===== config.mk =====
export PLATFORM = sky130hd
export DESIGN_NAME = rlt_regs
export DESIGN_NICKNAME = d
export VERILOG_FILES = /design/src/rlt_pkg.sv /design/src/rlt_sync.sv /design/src/rlt_hyst.sv /design/src/rlt_regs.sv
export SDC_FILE = /design/constraint.sdc
export NUM_CORES = 1
export LEC_CHECK = 0
export BUFFER_PORTS_ARGS = -buffer_cell sky130_fd_sc_hd__buf_2
export CAP_MARGIN = 25
export CORE_MARGIN = 3
export CORE_UTILIZATION = 40
export CTS_CLUSTER_DIAMETER = 80
export DETAILED_ROUTE_END_ITERATION = 10
export HOLD_SLACK_MARGIN = 0.02
export PLACE_DENSITY = 0.55
export SLEW_MARGIN = 20
export SYNTH_ARGS = -nofsm -noshare
export SYNTH_HDL_FRONTEND = slang
export SYNTH_SLANG_ARGS = --single-unit

===== constraint.sdc =====
create_clock -name core_clk -period 2.6 [get_ports core_clk]
set_input_delay 0.26 -clock core_clk [delete_from_list [all_inputs] [get_ports core_clk]]
set_output_delay 0.26 -clock core_clk [all_outputs]
set_load 0.01 [all_outputs]

===== src/rlt_pkg.sv =====
// rlt_pkg: constants shared by the receiver-1 loss threshold register block
package rlt_pkg;

    // ********************************
    // register offsets
    // ********************************
    localparam logic [7:0] OFS_RANGE = 8'hbc;
    localparam logic [7:0] OFS_RSVD  = 8'hbd;
    localparam logic [7:0] OFS_HIGH  = 8'hbe;
    localparam logic [7:0] OFS_LOW   = 8'hbf;

    // ********************************
    // two-wire slave addresses (7-bit forms of a2h and b2h)
    // ********************************
    localparam logic [6:0] SLAVE_ADDR_MAIN = 7'h51;
    localparam logic [6:0] SLAVE_ADDR_AUX  = 7'h59;

    // ********************************
    // field layout and reset values
    // ********************************
    localparam int          HIGH_SEL_MSB     = 6;
    localparam int          HIGH_SEL_LSB     = 4;
    localparam int          LOW_SEL_MSB      = 2;
    localparam int          LOW_SEL_LSB      = 0;
    localparam logic [7:0]  RANGE_WRITE_MASK = 8'h77;
    localparam logic [7:0]  FACTORY_DEFAULT  = 8'h00;
    localparam logic [7:0]  DENIED_READ      = 8'h00;
    localparam logic [3:0]  BITS_PER_BYTE    = 4'h8;
    localparam logic [3:0]  BIT_COUNT_ZERO   = 4'h0;
    localparam logic [2:0]  TX_MSB           = 3'h7;

    // ********************************
    // bus state machine
    // ********************************
    typedef enum logic [3:0] {
        ST_IDLE,
        ST_ADDR,
        ST_ACK_ADDR,
        ST_PTR,
        ST_ACK_PTR,
        ST_WR,
        ST_ACK_WR,
        ST_RD,
        ST_ACK_RD
    } rlt_state_type;

endpackage


===== src/rlt_sync.sv =====
// rlt_sync: two-flop synchroniser for pins entering the core clock domain
`timescale 1ns/1ps
module rlt_sync #(
    parameter int               WIDTH       = 1,
    parameter logic [WIDTH-1:0] RESET_VALUE = '0
) (
    // clock and reset
    input  wire logic             core_clk,
    input  wire logic             rst,
    // pins and synchronised copy
    input  wire logic [WIDTH-1:0] rawLevel,
    output logic      [WIDTH-1:0] syncLevel
);

    logic [WIDTH-1:0] stageOne_q;

    always_ff @(posedge core_clk or posedge rst) begin
        if (rst) begin
            stageOne_q <= RESET_VALUE;
            syncLevel  <= RESET_VALUE;
        end else begin
            stageOne_q <= rawLevel;
            syncLevel  <= stageOne_q;
        end
    end

endmodule


===== src/rlt_hyst.sv =====
// rlt_hyst: hysteresis comparator producing the loss low and high alarms
`timescale 1ns/1ps
module rlt_hyst #(
    parameter int WIDTH = 8
) (
    // clock and reset
    input  wire logic             core_clk,
    input  wire logic             rst,
    // level and thresholds
    input  wire logic [WIDTH-1:0] level,
    input  wire logic [WIDTH-1:0] highLevel,
    input  wire logic [WIDTH-1:0] lowLevel,
    // alarms
    output logic                  lossLowAlarm,
    output logic                  lossHighAlarm
);

    // falling under low wins if thresholds are crossed over
    always_ff @(posedge core_clk or posedge rst) begin
        if (rst) begin
            lossLowAlarm  <= 1'b0;
            lossHighAlarm <= 1'b0;
        end else if (level < lowLevel) begin
            lossLowAlarm  <= 1'b1;
            lossHighAlarm <= 1'b0;
        end else if (level > highLevel) begin
            lossLowAlarm  <= 1'b0;
            lossHighAlarm <= 1'b1;
        end
    end

endmodule


===== src/rlt_regs.sv =====
// rlt_regs: receiver-1 loss threshold registers behind the two-wire slave
`timescale 1ns/1ps
module rlt_regs #(
    parameter int DATA_WIDTH = 8
) (
    // clock and reset
    input  wire logic                  core_clk,
    input  wire logic                  rst,
    // two-wire serial pins
    input  wire logic                  sclPin,
    input  wire logic                  sdaPin,
    output logic                       sdaDrive,
    output logic                       sdaOe,
    // password block
    input  wire logic                  password_level_one,
    input  wire logic                  password_level_top,
    input  wire logic                  table_rw_permit,
    input  wire logic                  table_read_permit,
    input  wire logic                  quick_trip_enable,
    // receiver-1 monitor
    input  wire logic [DATA_WIDTH-1:0] rx1_signal_strength,
    output logic      [2:0]            high_range_sel,
    output logic      [2:0]            low_range_sel,
    output logic      [DATA_WIDTH-1:0] high_loss_threshold,
    output logic      [DATA_WIDTH-1:0] low_loss_threshold,
    output logic                       rx1_signal_loss_low,
    output logic                       rx1_signal_loss_high
);

    // ********************************
    // declarations
    // ********************************
    logic                  sclSync;
    logic                  sdaSync;
    logic                  sclPrev_q;
    logic                  sdaPrev_q;
    logic                  startSeen;
    logic                  stopSeen;
    logic                  sclRise;
    logic                  sclFall;
    rlt_pkg::rlt_state_type state_q;
    logic [3:0]            bitCnt_q;
    logic [7:0]            shift_q;
    logic [7:0]            ptr_q;
    logic [7:0]            tx_q;
    logic                  byteFull;
    logic                  addrMatch;
    logic                  writeFire;
    logic                  readOk;
    logic                  writeOk;
    logic                  thresholdWriteOk;
    logic [7:0]            range_q;
    logic [DATA_WIDTH-1:0] high_q;
    logic [DATA_WIDTH-1:0] low_q;
    logic [7:0]            readNow;
    logic [7:0]            readNext;

    // ********************************
    // register read decode
    // ********************************
    function automatic logic [7:0] regRead(
        input logic [7:0]            addr,
        input logic                  allowed,
        input logic [7:0]            rangeVal,
        input logic [DATA_WIDTH-1:0] highVal,
        input logic [DATA_WIDTH-1:0] lowVal
    );
        logic [7:0] value;
        value = rlt_pkg::DENIED_READ;
        if (allowed) begin
            unique case (addr)
                rlt_pkg::OFS_RANGE: value = rangeVal;
                rlt_pkg::OFS_HIGH:  value = 8'(highVal);
                rlt_pkg::OFS_LOW:   value = 8'(lowVal);
                default:            value = rlt_pkg::DENIED_READ;
            endcase
        end
        return value;
    endfunction

    // pointer step, wraps at 8 bits
    function automatic logic [7:0] nextPtr(input logic [7:0] ptr);
        return 8'(ptr + 8'h01);
    endfunction

    function automatic logic isDataPhase(input rlt_pkg::rlt_state_type st);
        return st == rlt_pkg::ST_ADDR || st == rlt_pkg::ST_PTR
            || st == rlt_pkg::ST_WR || st == rlt_pkg::ST_RD;
    endfunction

    function automatic logic isAckPhase(input rlt_pkg::rlt_state_type st);
        return st == rlt_pkg::ST_ACK_ADDR || st == rlt_pkg::ST_ACK_PTR
            || st == rlt_pkg::ST_ACK_WR || st == rlt_pkg::ST_ACK_RD;
    endfunction

    // ********************************
    // pin synchronisers
    // ********************************
    // idle-high reset keeps a false start away after reset
    rlt_sync #(
        .WIDTH       (1),
        .RESET_VALUE (1'b1)
    ) u_sclSync (
        .core_clk  (core_clk),
        .rst       (rst),
        .rawLevel  (sclPin),
        .syncLevel (sclSync)
    );

    rlt_sync #(
        .WIDTH       (1),
        .RESET_VALUE (1'b1)
    ) u_sdaSync (
        .core_clk  (core_clk),
        .rst       (rst),
        .rawLevel  (sdaPin),
        .syncLevel (sdaSync)
    );

    always_ff @(posedge core_clk or posedge rst) begin
        if (rst) begin
            sclPrev_q <= 1'b1;
            sdaPrev_q <= 1'b1;
        end else begin
            sclPrev_q <= sclSync;
            sdaPrev_q <= sdaSync;
        end
    end

    // ********************************
    // start and stop detection
    // ********************************
    assign startSeen = sclSync & sdaPrev_q & ~sdaSync;
    assign stopSeen  = sclSync & ~sdaPrev_q & sdaSync;
    assign sclRise   = sclSync & ~sclPrev_q;
    assign sclFall   = ~sclSync & sclPrev_q;
    assign byteFull  = (bitCnt_q == rlt_pkg::BITS_PER_BYTE);

    // both slave addresses reach the same storage
    assign addrMatch = (shift_q[7:1] == rlt_pkg::SLAVE_ADDR_MAIN)
                     | (shift_q[7:1] == rlt_pkg::SLAVE_ADDR_AUX);

    // ********************************
    // access permissions
    // ********************************
    assign readOk = password_level_top
                  | (password_level_one & (table_rw_permit | table_read_permit));
    assign writeOk = password_level_top
                   | (password_level_one & table_rw_permit);
    assign thresholdWriteOk = writeOk & ~quick_trip_enable;

    assign readNow  = regRead(ptr_q, readOk, range_q, high_q, low_q);
    assign readNext = regRead(nextPtr(ptr_q), readOk, range_q, high_q, low_q);

    // ********************************
    // bus state machine
    // ********************************
    always_ff @(posedge core_clk or posedge rst) begin
        if (rst) begin
            state_q <= rlt_pkg::ST_IDLE;
        end else if (startSeen) begin
            state_q <= rlt_pkg::ST_ADDR;
        end else if (stopSeen) begin
            state_q <= rlt_pkg::ST_IDLE;
        // master nack ends the read before the next fall
        end else if (sclRise && state_q == rlt_pkg::ST_ACK_RD && sdaSync) begin
            state_q <= rlt_pkg::ST_IDLE;
        end else if (sclFall) begin
            unique case (state_q)
                rlt_pkg::ST_IDLE:     state_q <= rlt_pkg::ST_IDLE;
                rlt_pkg::ST_ADDR: begin
                    if (byteFull) begin
                        state_q <= addrMatch ? rlt_pkg::ST_ACK_ADDR : rlt_pkg::ST_IDLE;
                    end
                end
                rlt_pkg::ST_ACK_ADDR: state_q <= shift_q[0] ? rlt_pkg::ST_RD : rlt_pkg::ST_PTR;
                rlt_pkg::ST_PTR: begin
                    if (byteFull) begin
                        state_q <= rlt_pkg::ST_ACK_PTR;
                    end
                end
                rlt_pkg::ST_ACK_PTR:  state_q <= rlt_pkg::ST_WR;
                rlt_pkg::ST_WR: begin
                    if (byteFull) begin
                        state_q <= rlt_pkg::ST_ACK_WR;
                    end
                end
                rlt_pkg::ST_ACK_WR:   state_q <= rlt_pkg::ST_WR;
                rlt_pkg::ST_RD: begin
                    if (byteFull) begin
                        state_q <= rlt_pkg::ST_ACK_RD;
                    end
                end
                rlt_pkg::ST_ACK_RD:   state_q <= rlt_pkg::ST_RD;
                default:              state_q <= rlt_pkg::ST_IDLE;
            endcase
        end
    end

    // ********************************
    // bit counter and receive shifter
    // ********************************
    always_ff @(posedge core_clk or posedge rst) begin
        if (rst) begin
            bitCnt_q <= rlt_pkg::BIT_COUNT_ZERO;
            shift_q  <= 8'h00;
        end else if (startSeen) begin
            bitCnt_q <= rlt_pkg::BIT_COUNT_ZERO;
        end else if (sclRise && !byteFull && isDataPhase(state_q)) begin
            bitCnt_q <= bitCnt_q + 4'h1;
            shift_q  <= {shift_q[6:0], sdaSync};
        end else if (sclFall && isAckPhase(state_q)) begin
            bitCnt_q <= rlt_pkg::BIT_COUNT_ZERO;
        end
    end

    // ********************************
    // register pointer and transmit byte
    // ********************************
    always_ff @(posedge core_clk or posedge rst) begin
        if (rst) begin
            ptr_q <= 8'h00;
            tx_q  <= 8'h00;
        end else if (sclFall) begin
            if (state_q == rlt_pkg::ST_PTR && byteFull) begin
                ptr_q <= shift_q;
            end else if (writeFire) begin
                ptr_q <= nextPtr(ptr_q);
            end else if (state_q == rlt_pkg::ST_ACK_ADDR) begin
                tx_q <= readNow;
            end else if (state_q == rlt_pkg::ST_ACK_RD) begin
                // read-ahead so the next msb is ready at the ack fall
                ptr_q <= nextPtr(ptr_q);
                tx_q  <= readNext;
            end
        end
    end

    // ********************************
    // data line driver
    // ********************************
    // open drain: the pin is only ever pulled low
    assign sdaDrive = 1'b0;

    always_ff @(posedge core_clk or posedge rst) begin
        if (rst) begin
            sdaOe <= 1'b0;
        end else if (startSeen || stopSeen) begin
            sdaOe <= 1'b0;
        end else if (sclFall) begin
            unique case (state_q)
                rlt_pkg::ST_ADDR:     sdaOe <= byteFull & addrMatch;
                rlt_pkg::ST_PTR:      sdaOe <= byteFull;
                rlt_pkg::ST_WR:       sdaOe <= byteFull;
                rlt_pkg::ST_ACK_ADDR: sdaOe <= shift_q[0] & ~readNow[rlt_pkg::TX_MSB];
                rlt_pkg::ST_ACK_RD:   sdaOe <= ~readNext[rlt_pkg::TX_MSB];
                rlt_pkg::ST_RD: begin
                    if (byteFull) begin
                        sdaOe <= 1'b0;
                    end else begin
                        sdaOe <= ~tx_q[3'(rlt_pkg::TX_MSB - 3'(bitCnt_q))];
                    end
                end
                default:              sdaOe <= 1'b0;
            endcase
        end
    end

    // ********************************
    // register storage, reloaded with the factory default on reset
    // ********************************
    // refused writes are still acked, then dropped
    assign writeFire = sclFall && state_q == rlt_pkg::ST_WR && byteFull;

    always_ff @(posedge core_clk or posedge rst) begin
        if (rst) begin
            range_q <= rlt_pkg::FACTORY_DEFAULT;
            high_q  <= DATA_WIDTH'(rlt_pkg::FACTORY_DEFAULT);
            low_q   <= DATA_WIDTH'(rlt_pkg::FACTORY_DEFAULT);
        end else if (writeFire) begin
            unique case (ptr_q)
                rlt_pkg::OFS_RANGE: begin
                    if (writeOk) begin
                        range_q <= shift_q & rlt_pkg::RANGE_WRITE_MASK;
                    end
                end
                rlt_pkg::OFS_HIGH: begin
                    if (thresholdWriteOk) begin
                        high_q <= DATA_WIDTH'(shift_q);
                    end
                end
                rlt_pkg::OFS_LOW: begin
                    if (thresholdWriteOk) begin
                        low_q <= DATA_WIDTH'(shift_q);
                    end
                end
                default: ;
            endcase
        end
    end

    // ********************************
    // register outputs
    // ********************************
    assign high_range_sel      = range_q[rlt_pkg::HIGH_SEL_MSB:rlt_pkg::HIGH_SEL_LSB];
    assign low_range_sel       = range_q[rlt_pkg::LOW_SEL_MSB:rlt_pkg::LOW_SEL_LSB];
    assign high_loss_threshold = high_q;
    assign low_loss_threshold  = low_q;

    // ********************************
    // hysteresis comparator
    // ********************************
    rlt_hyst #(
        .WIDTH (DATA_WIDTH)
    ) u_hyst (
        .core_clk      (core_clk),
        .rst           (rst),
        .level         (rx1_signal_strength),
        .highLevel     (high_q),
        .lowLevel      (low_q),
        .lossLowAlarm  (rx1_signal_loss_low),
        .lossHighAlarm (rx1_signal_loss_high)
    );

endmodule


Word level (Yosys, flattened, before mapping)
Cells that the tools add are included.
Widths: inputs -> output; s select.
- mux-type cells: 34
- shift-type cells: 0
- div/mod/pow operators: 0
- equality and inequality tests: 22
- add/sub/neg operators: 3
- bitwise operators: 26
- multiply operators: 0
- $lt $le $gt $ge: 3
- reductions and logical operators: 31
- operators with widths (operator ; number):
    $mux 8 ; 8
    $eq 8x8->1 const B ; 6
    $pmux 8 s3 ; 2
    $mux 4 ; 11
    $pmux 4 s7 ; 1
    $ne 5x5->1 const B ; 4
    $eq 4x3->1 const B ; 4
    $eq 7x7->1 const B ; 2
    $reduce_and 3->1 ; 4
    $and 1x1->1 ; 11
    $not 1->1 ; 11
    $add 8x1->8 const B ; 1
    $eq 4x2->1 const B ; 2
    $eq 4x4->1 const B ; 2
    $gt 8x8->1 ; 1
    $logic_and 1x1->1 ; 8
    $lt 8x8->1 ; 1
    $mux 1 ; 8
    $logic_or 1x1->1 ; 7
    $reduce_bool 2->1 ; 3
    $reduce_bool 3->1 ; 2
    $pmux 1 s5 ; 1
    $reduce_and 5->1 ; 1
    $add 4x1->4 const B ; 1
    13 further kinds ; 17
- bits in latches: 0
- bits in read-only memories: 0
- RAM bits: 0
- register bits after elaboration: 63
- memories: 0
- output and inout port bits: 26

Depth between registers and ports, before layout
- word-level depth: 9
- depth in mapped cells: 9
- gate-level depth less buffers: 7

Modules after synthesis
A second synthesis with hierarchy kept.
- cells, all modules: 368
- area, all modules: 3768.6 um2
- modules (own cells, without submodules) (module ; seq. area each (um2) ; cells each ; area each (um2) ; times used):
    rlt_regs ; 1428.9 ; 307 ; 3214.3 ; 1
    rlt_hyst ; 50.0 ; 55 ; 441.7 ; 1
    rlt_sync ; 52.6 ; 3 ; 56.3 ; 2

Least setup slack after synthesis
No wires, ideal clock.
- kind: reg-to-reg
- start point: reg bitCnt_q[0]
- end point: reg low_q[0], in the netlist low_loss_threshold[0]
- setup time: 125 ps
- stages on the path, launching flop included: 8
- slack: 558 ps
- arrival: 1917 ps
- cells stage by stage: dfrtp_1 -> inv_1 -> ha_1 -> and3b_1 -> buf_2 -> nand3_4 -> nor4_4 -> mux2_2
- longest elaborated chain between the ends: 3
- RTL lines (item ; RTL line ; RTL):
    from (decl) ; rlt_regs.sv:42 ; logic [3:0] bitCnt_q;
    from (signal assigned) ; rlt_regs.sv:205 ; bitCnt_q <= rlt_pkg::BIT_COUNT_ZERO;
    from (signal assigned) ; rlt_regs.sv:208 ; bitCnt_q <= rlt_pkg::BIT_COUNT_ZERO;
    from (signal assigned) ; rlt_regs.sv:210 ; bitCnt_q <= bitCnt_q + 4'h1;
    $eq 4x4->1 ; rlt_regs.sv:137 ; assign byteFull = (bitCnt_q == rlt_pkg::BITS_PER_BYTE);
    $logic_and 1x1->1 ; rlt_regs.sv:273 ; assign writeFire = sclFall && state_q == rlt_pkg::ST_WR && byteFull;
    $reduce_and 3->1 (no source line) ; - ;
    to (signal assigned) ; rlt_regs.sv:279 ; low_q <= DATA_WIDTH'(rlt_pkg::FACTORY_DEFAULT);
    to (signal assigned) ; rlt_regs.sv:294 ; low_q <= DATA_WIDTH'(shift_q);
    to (decl) ; rlt_regs.sv:54 ; logic [DATA_WIDTH-1:0] low_q;
Every way passes these cells.
A chain may end at the register's enable or synchronous reset.

Worst setup path after layout
- start point: reg bitCnt_q[0]
- end point: reg range_q[4]
- longest elaborated chain between the ends: 3
- RTL lines (item ; RTL line ; RTL):
    $eq 4x4->1 ; rlt_regs.sv:137 ;
    $logic_and 1x1->1 ; rlt_regs.sv:273 ;
    $reduce_and 3->1 (no source line) ; - ;
    to (signal assigned) ; rlt_regs.sv:277 ; range_q <= rlt_pkg::FACTORY_DEFAULT;
    to (signal assigned) ; rlt_regs.sv:284 ; range_q <= shift_q & rlt_pkg::RANGE_WRITE_MASK;
    to (decl) ; rlt_regs.sv:52 ; logic [7:0] range_q;
Every way passes these cells.

==> results_dict.tcl <==
set metrics [dict create \
    syn_area_per_cell_um2 10.2 \
    max-cap-violations 0 \
    reg2regPathDepth 6 \
    stdcell_area_um2 4420 \
    drc 0 \
    r2r_start "bitCnt_q[0]$_DFFE_PP0P_" \
    synthTopCellsByCount "dfrtp_1, mux2_2, inv_1" \
    p_comb_frac 0.105 \
    p_seq_frac 0.510 \
    yosys_most_used_dff "dfrtp_1" \
    place_congestion 0.824 \
    setup_viol 0 \
    drive_above_1_share 0.285 \
    p_int_mw 1.73 \
    reg2reg_to "range_q[4]$_DFFE_PP0P_" \
    clkSinkCount 63 \
    critPathKind "reg -> reg" \
    yosys_warnings 0 \
    critPathRequiredTime_ps 2820 \
    diodes 0 \
    hp-start "u_sdaSync.stageOne_q$_DFF_PP1_" \
    peakVddDrop_mv 0.517 \
    initial_utilization 0.413 \
    p_sw_mw 0.675 \
    cp-end-kind "flip-flop" \
    drtAntennaViolNets 0 \
    fp.dieH_um 104 \
    syn_area_um2 3810 \
    coreArea_um2 9240 \
    cts.repair.resized 0 \
    crit_end "range_q[4]$_DFFE_PP0P_" \
    finalHoldViolCount 0 \
    finalCritPeriodShare 0.883 \
    grt_pass1_wl_mm 15.8 \
    fin_crit_ps 2300 \
    crit_slowest_cell "dfrtp_1" \
    num_vias 3083 \
    synth_fp_nets 411 \
    first_pass_iters 5 \
    finClkSkew_ps 7.77 \
    setup_slack_ps 304 \
    powerDensity_nw_per_um2 544 \
    power.total_mw 2.40 \
    rsz0062_at_grt "no" \
    track_usage 0.181 \
    cts_buffer_depth 2 \
    grt_remaining_overflow 0 \
    synth_top_area_frac 0.374 \
    regToRegSetupSlack_ps 300 \
    htreeDepth 3 \
    drt-initial-drc-count 285 \
    fin_setup_tns_ps 0 \
    path_clk_slew_ps 70 \
    cts_tree "done" \
    viasPerCell 5.56 \
    yosys.cell_types.count 68 \
    ys_async_sr_fraction 1.00 \
    cp.arrival_ps 2510 \
    cp-startpoint "bitCnt_q[0]$_DFFE_PP0P_" \
    p_sw_frac 0.281 \
    synth-edff-count 0 \
    yosysSeqAreaShare 0.415 \
    hold_buffers 3 \
    insertion_delay_ps 340 \
    antenna_found_initial 0 \
    synth_area_leaders "dfrtp_1, mux2_2, ha_1, dfstp_2, a222oi_1" \
    pre_cts_slack_ps 352 \
    clock-root-buffer "clkbuf_8" \
    rows 35 \
    slew_viol_final 0 \
    fin_nets 458 \
    io_pins 43 \
    crit_family "simple AND/OR/NAND/NOR gates" \
    path_depth 6 \
    port_buffers 41 \
    yosysTopAreaCell "dfrtp_1" \
    relSlewSlack 0.605 \
    outcome "completed" \
    synth_most_common_cell "dfrtp_1" \
    path_cells "inv_1, ha_1, and3b_1, nand3_4, nor2_1, mux2_2" \
    p_leak_nw 1.96 \
    totalWireLength_mm 9.55 \
    dieArea_um2 10700 \
    placed_area_um2 4180 \
    grt_pass1_vias 3029 \
    worst_pin_slew_ps 592 \
    ys_seq_elements 63 \
    syn_inst 373 \
    grt_max_degree 28 \
    min_path_type "reg -> reg" \
    postCtsSetupRepairBufs 0 \
    p_clk_frac 0.385 \
    dieWidth_um 104 \
    cp-start-kind "flip-flop" \
    fmax_ghz 0.436 \
    hpwl_mm 7.15 \
    crit_path_max_fanout 11 \
    cpPeakStageDelay_ps 480 \
    cts_buffers 9 \
    syn_to_final_growth_pct 15.8 \
    path_buf_inv 1 \
    wire_per_inst_um 17.2 \
]
through the flow:
stage               std cells  utilization  hold slack [ps]
floorplan                 373            -              264
global placement          535        0.452              347
detailed placement        535        0.452              349
CTS                       554        0.478              360
global route              554        0.478              363
finish                    554        0.478              358
per-layer routing:
layer | global-route usage | wire, um
met1 | 0.246 | 4400
met5 | 0 | 0
met4 | 0.0541 | 114
met2 | 0.297 | 4740
met3 | 0.0324 | 302
layout by cell type, fill, tap and decap left out, drive strengths merged, types with 5 or more instances in the layout:
cell / Yosys / final
nand2: 18 / 18
nand2b: 8 / 8
nand4: 6 / 6
nor2b: 6 / 6
ha: 21 / 21
inv: 28 / 28
clkbuf: 11 / 10
a21oi: 19 / 19
nand3: 14 / 14
a2bb2oi: 6 / 6
dfstp: 6 / 6
buf: 8 / 52
a22oi: 5 / 5
nor3: 5 / 5
nor2: 19 / 19
mux2: 30 / 30
dfrtp: 57 / 57
o21ai: 22 / 22
a222oi: 11 / 11
sequential cells by signal (all words and copies together) (netlist names), 4 cells and up:
| name | cells |
|---|---|
| low_loss_threshold | 8 |
| bitCnt_q | 4 |
| tx_q | 8 |
| range_q | 6 |
| ptr_q | 8 |
| high_loss_threshold | 8 |
| state_q | 4 |
| shift_q | 8 |
power groups by stage:
stage / Sequential [mW] / Clock (mW) / Combinational [mW]
2_1_floorplan: 1.15 / 0 / 0.198
3_3_place_gp: 1.24 / 0 / 0.238
3_5_place_dp: 1.24 / 0 / 0.246
4_1_cts: 1.22 / 0.945 / 0.257
5_1_grt: 1.24 / 0.986 / 0.283
6_report: 1.23 / 0.925 / 0.253
cell type report:
class	instances	area (um2)
Fill cell	868	4820
Multi-Input combinational cell	263	2040
Sequential cell	63	1580
Timing Repair Buffer	55	318
Tap cell	129	161
Clock buffer	10	128
Inverter	28	105
Clock inverter	6	85.1
worst min-delay path by stage:
stage	end	slack [ps]	cells after the start
floorplan	u_sclSync.stageOne_q$_DFF_PP1_	260	0
global placement	tx_q[2]$_DFFE_PP0P_	350	2
detailed placement	tx_q[2]$_DFFE_PP0P_	350	2
CTS	u_sdaSync.syncLevel$_DFF_PP1_	360	0
global route	u_sdaSync.syncLevel$_DFF_PP1_	360	0
finish	u_sdaSync.syncLevel$_DFF_PP1_	360	0
cell families after synthesis:
family,count (synthesis),synth area share
AOI/OAI and AO/OA,105,0.194
and+or+nand+nor,96,0.151
DFF,63,0.415
buffers and inverters,47,0.0505
muxes,34,0.106
adders and majority gates,21,0.0689
xor gates and xnor gates,6,0.0138
other,1,0.000983
Power figures use the tool's default switching activity.
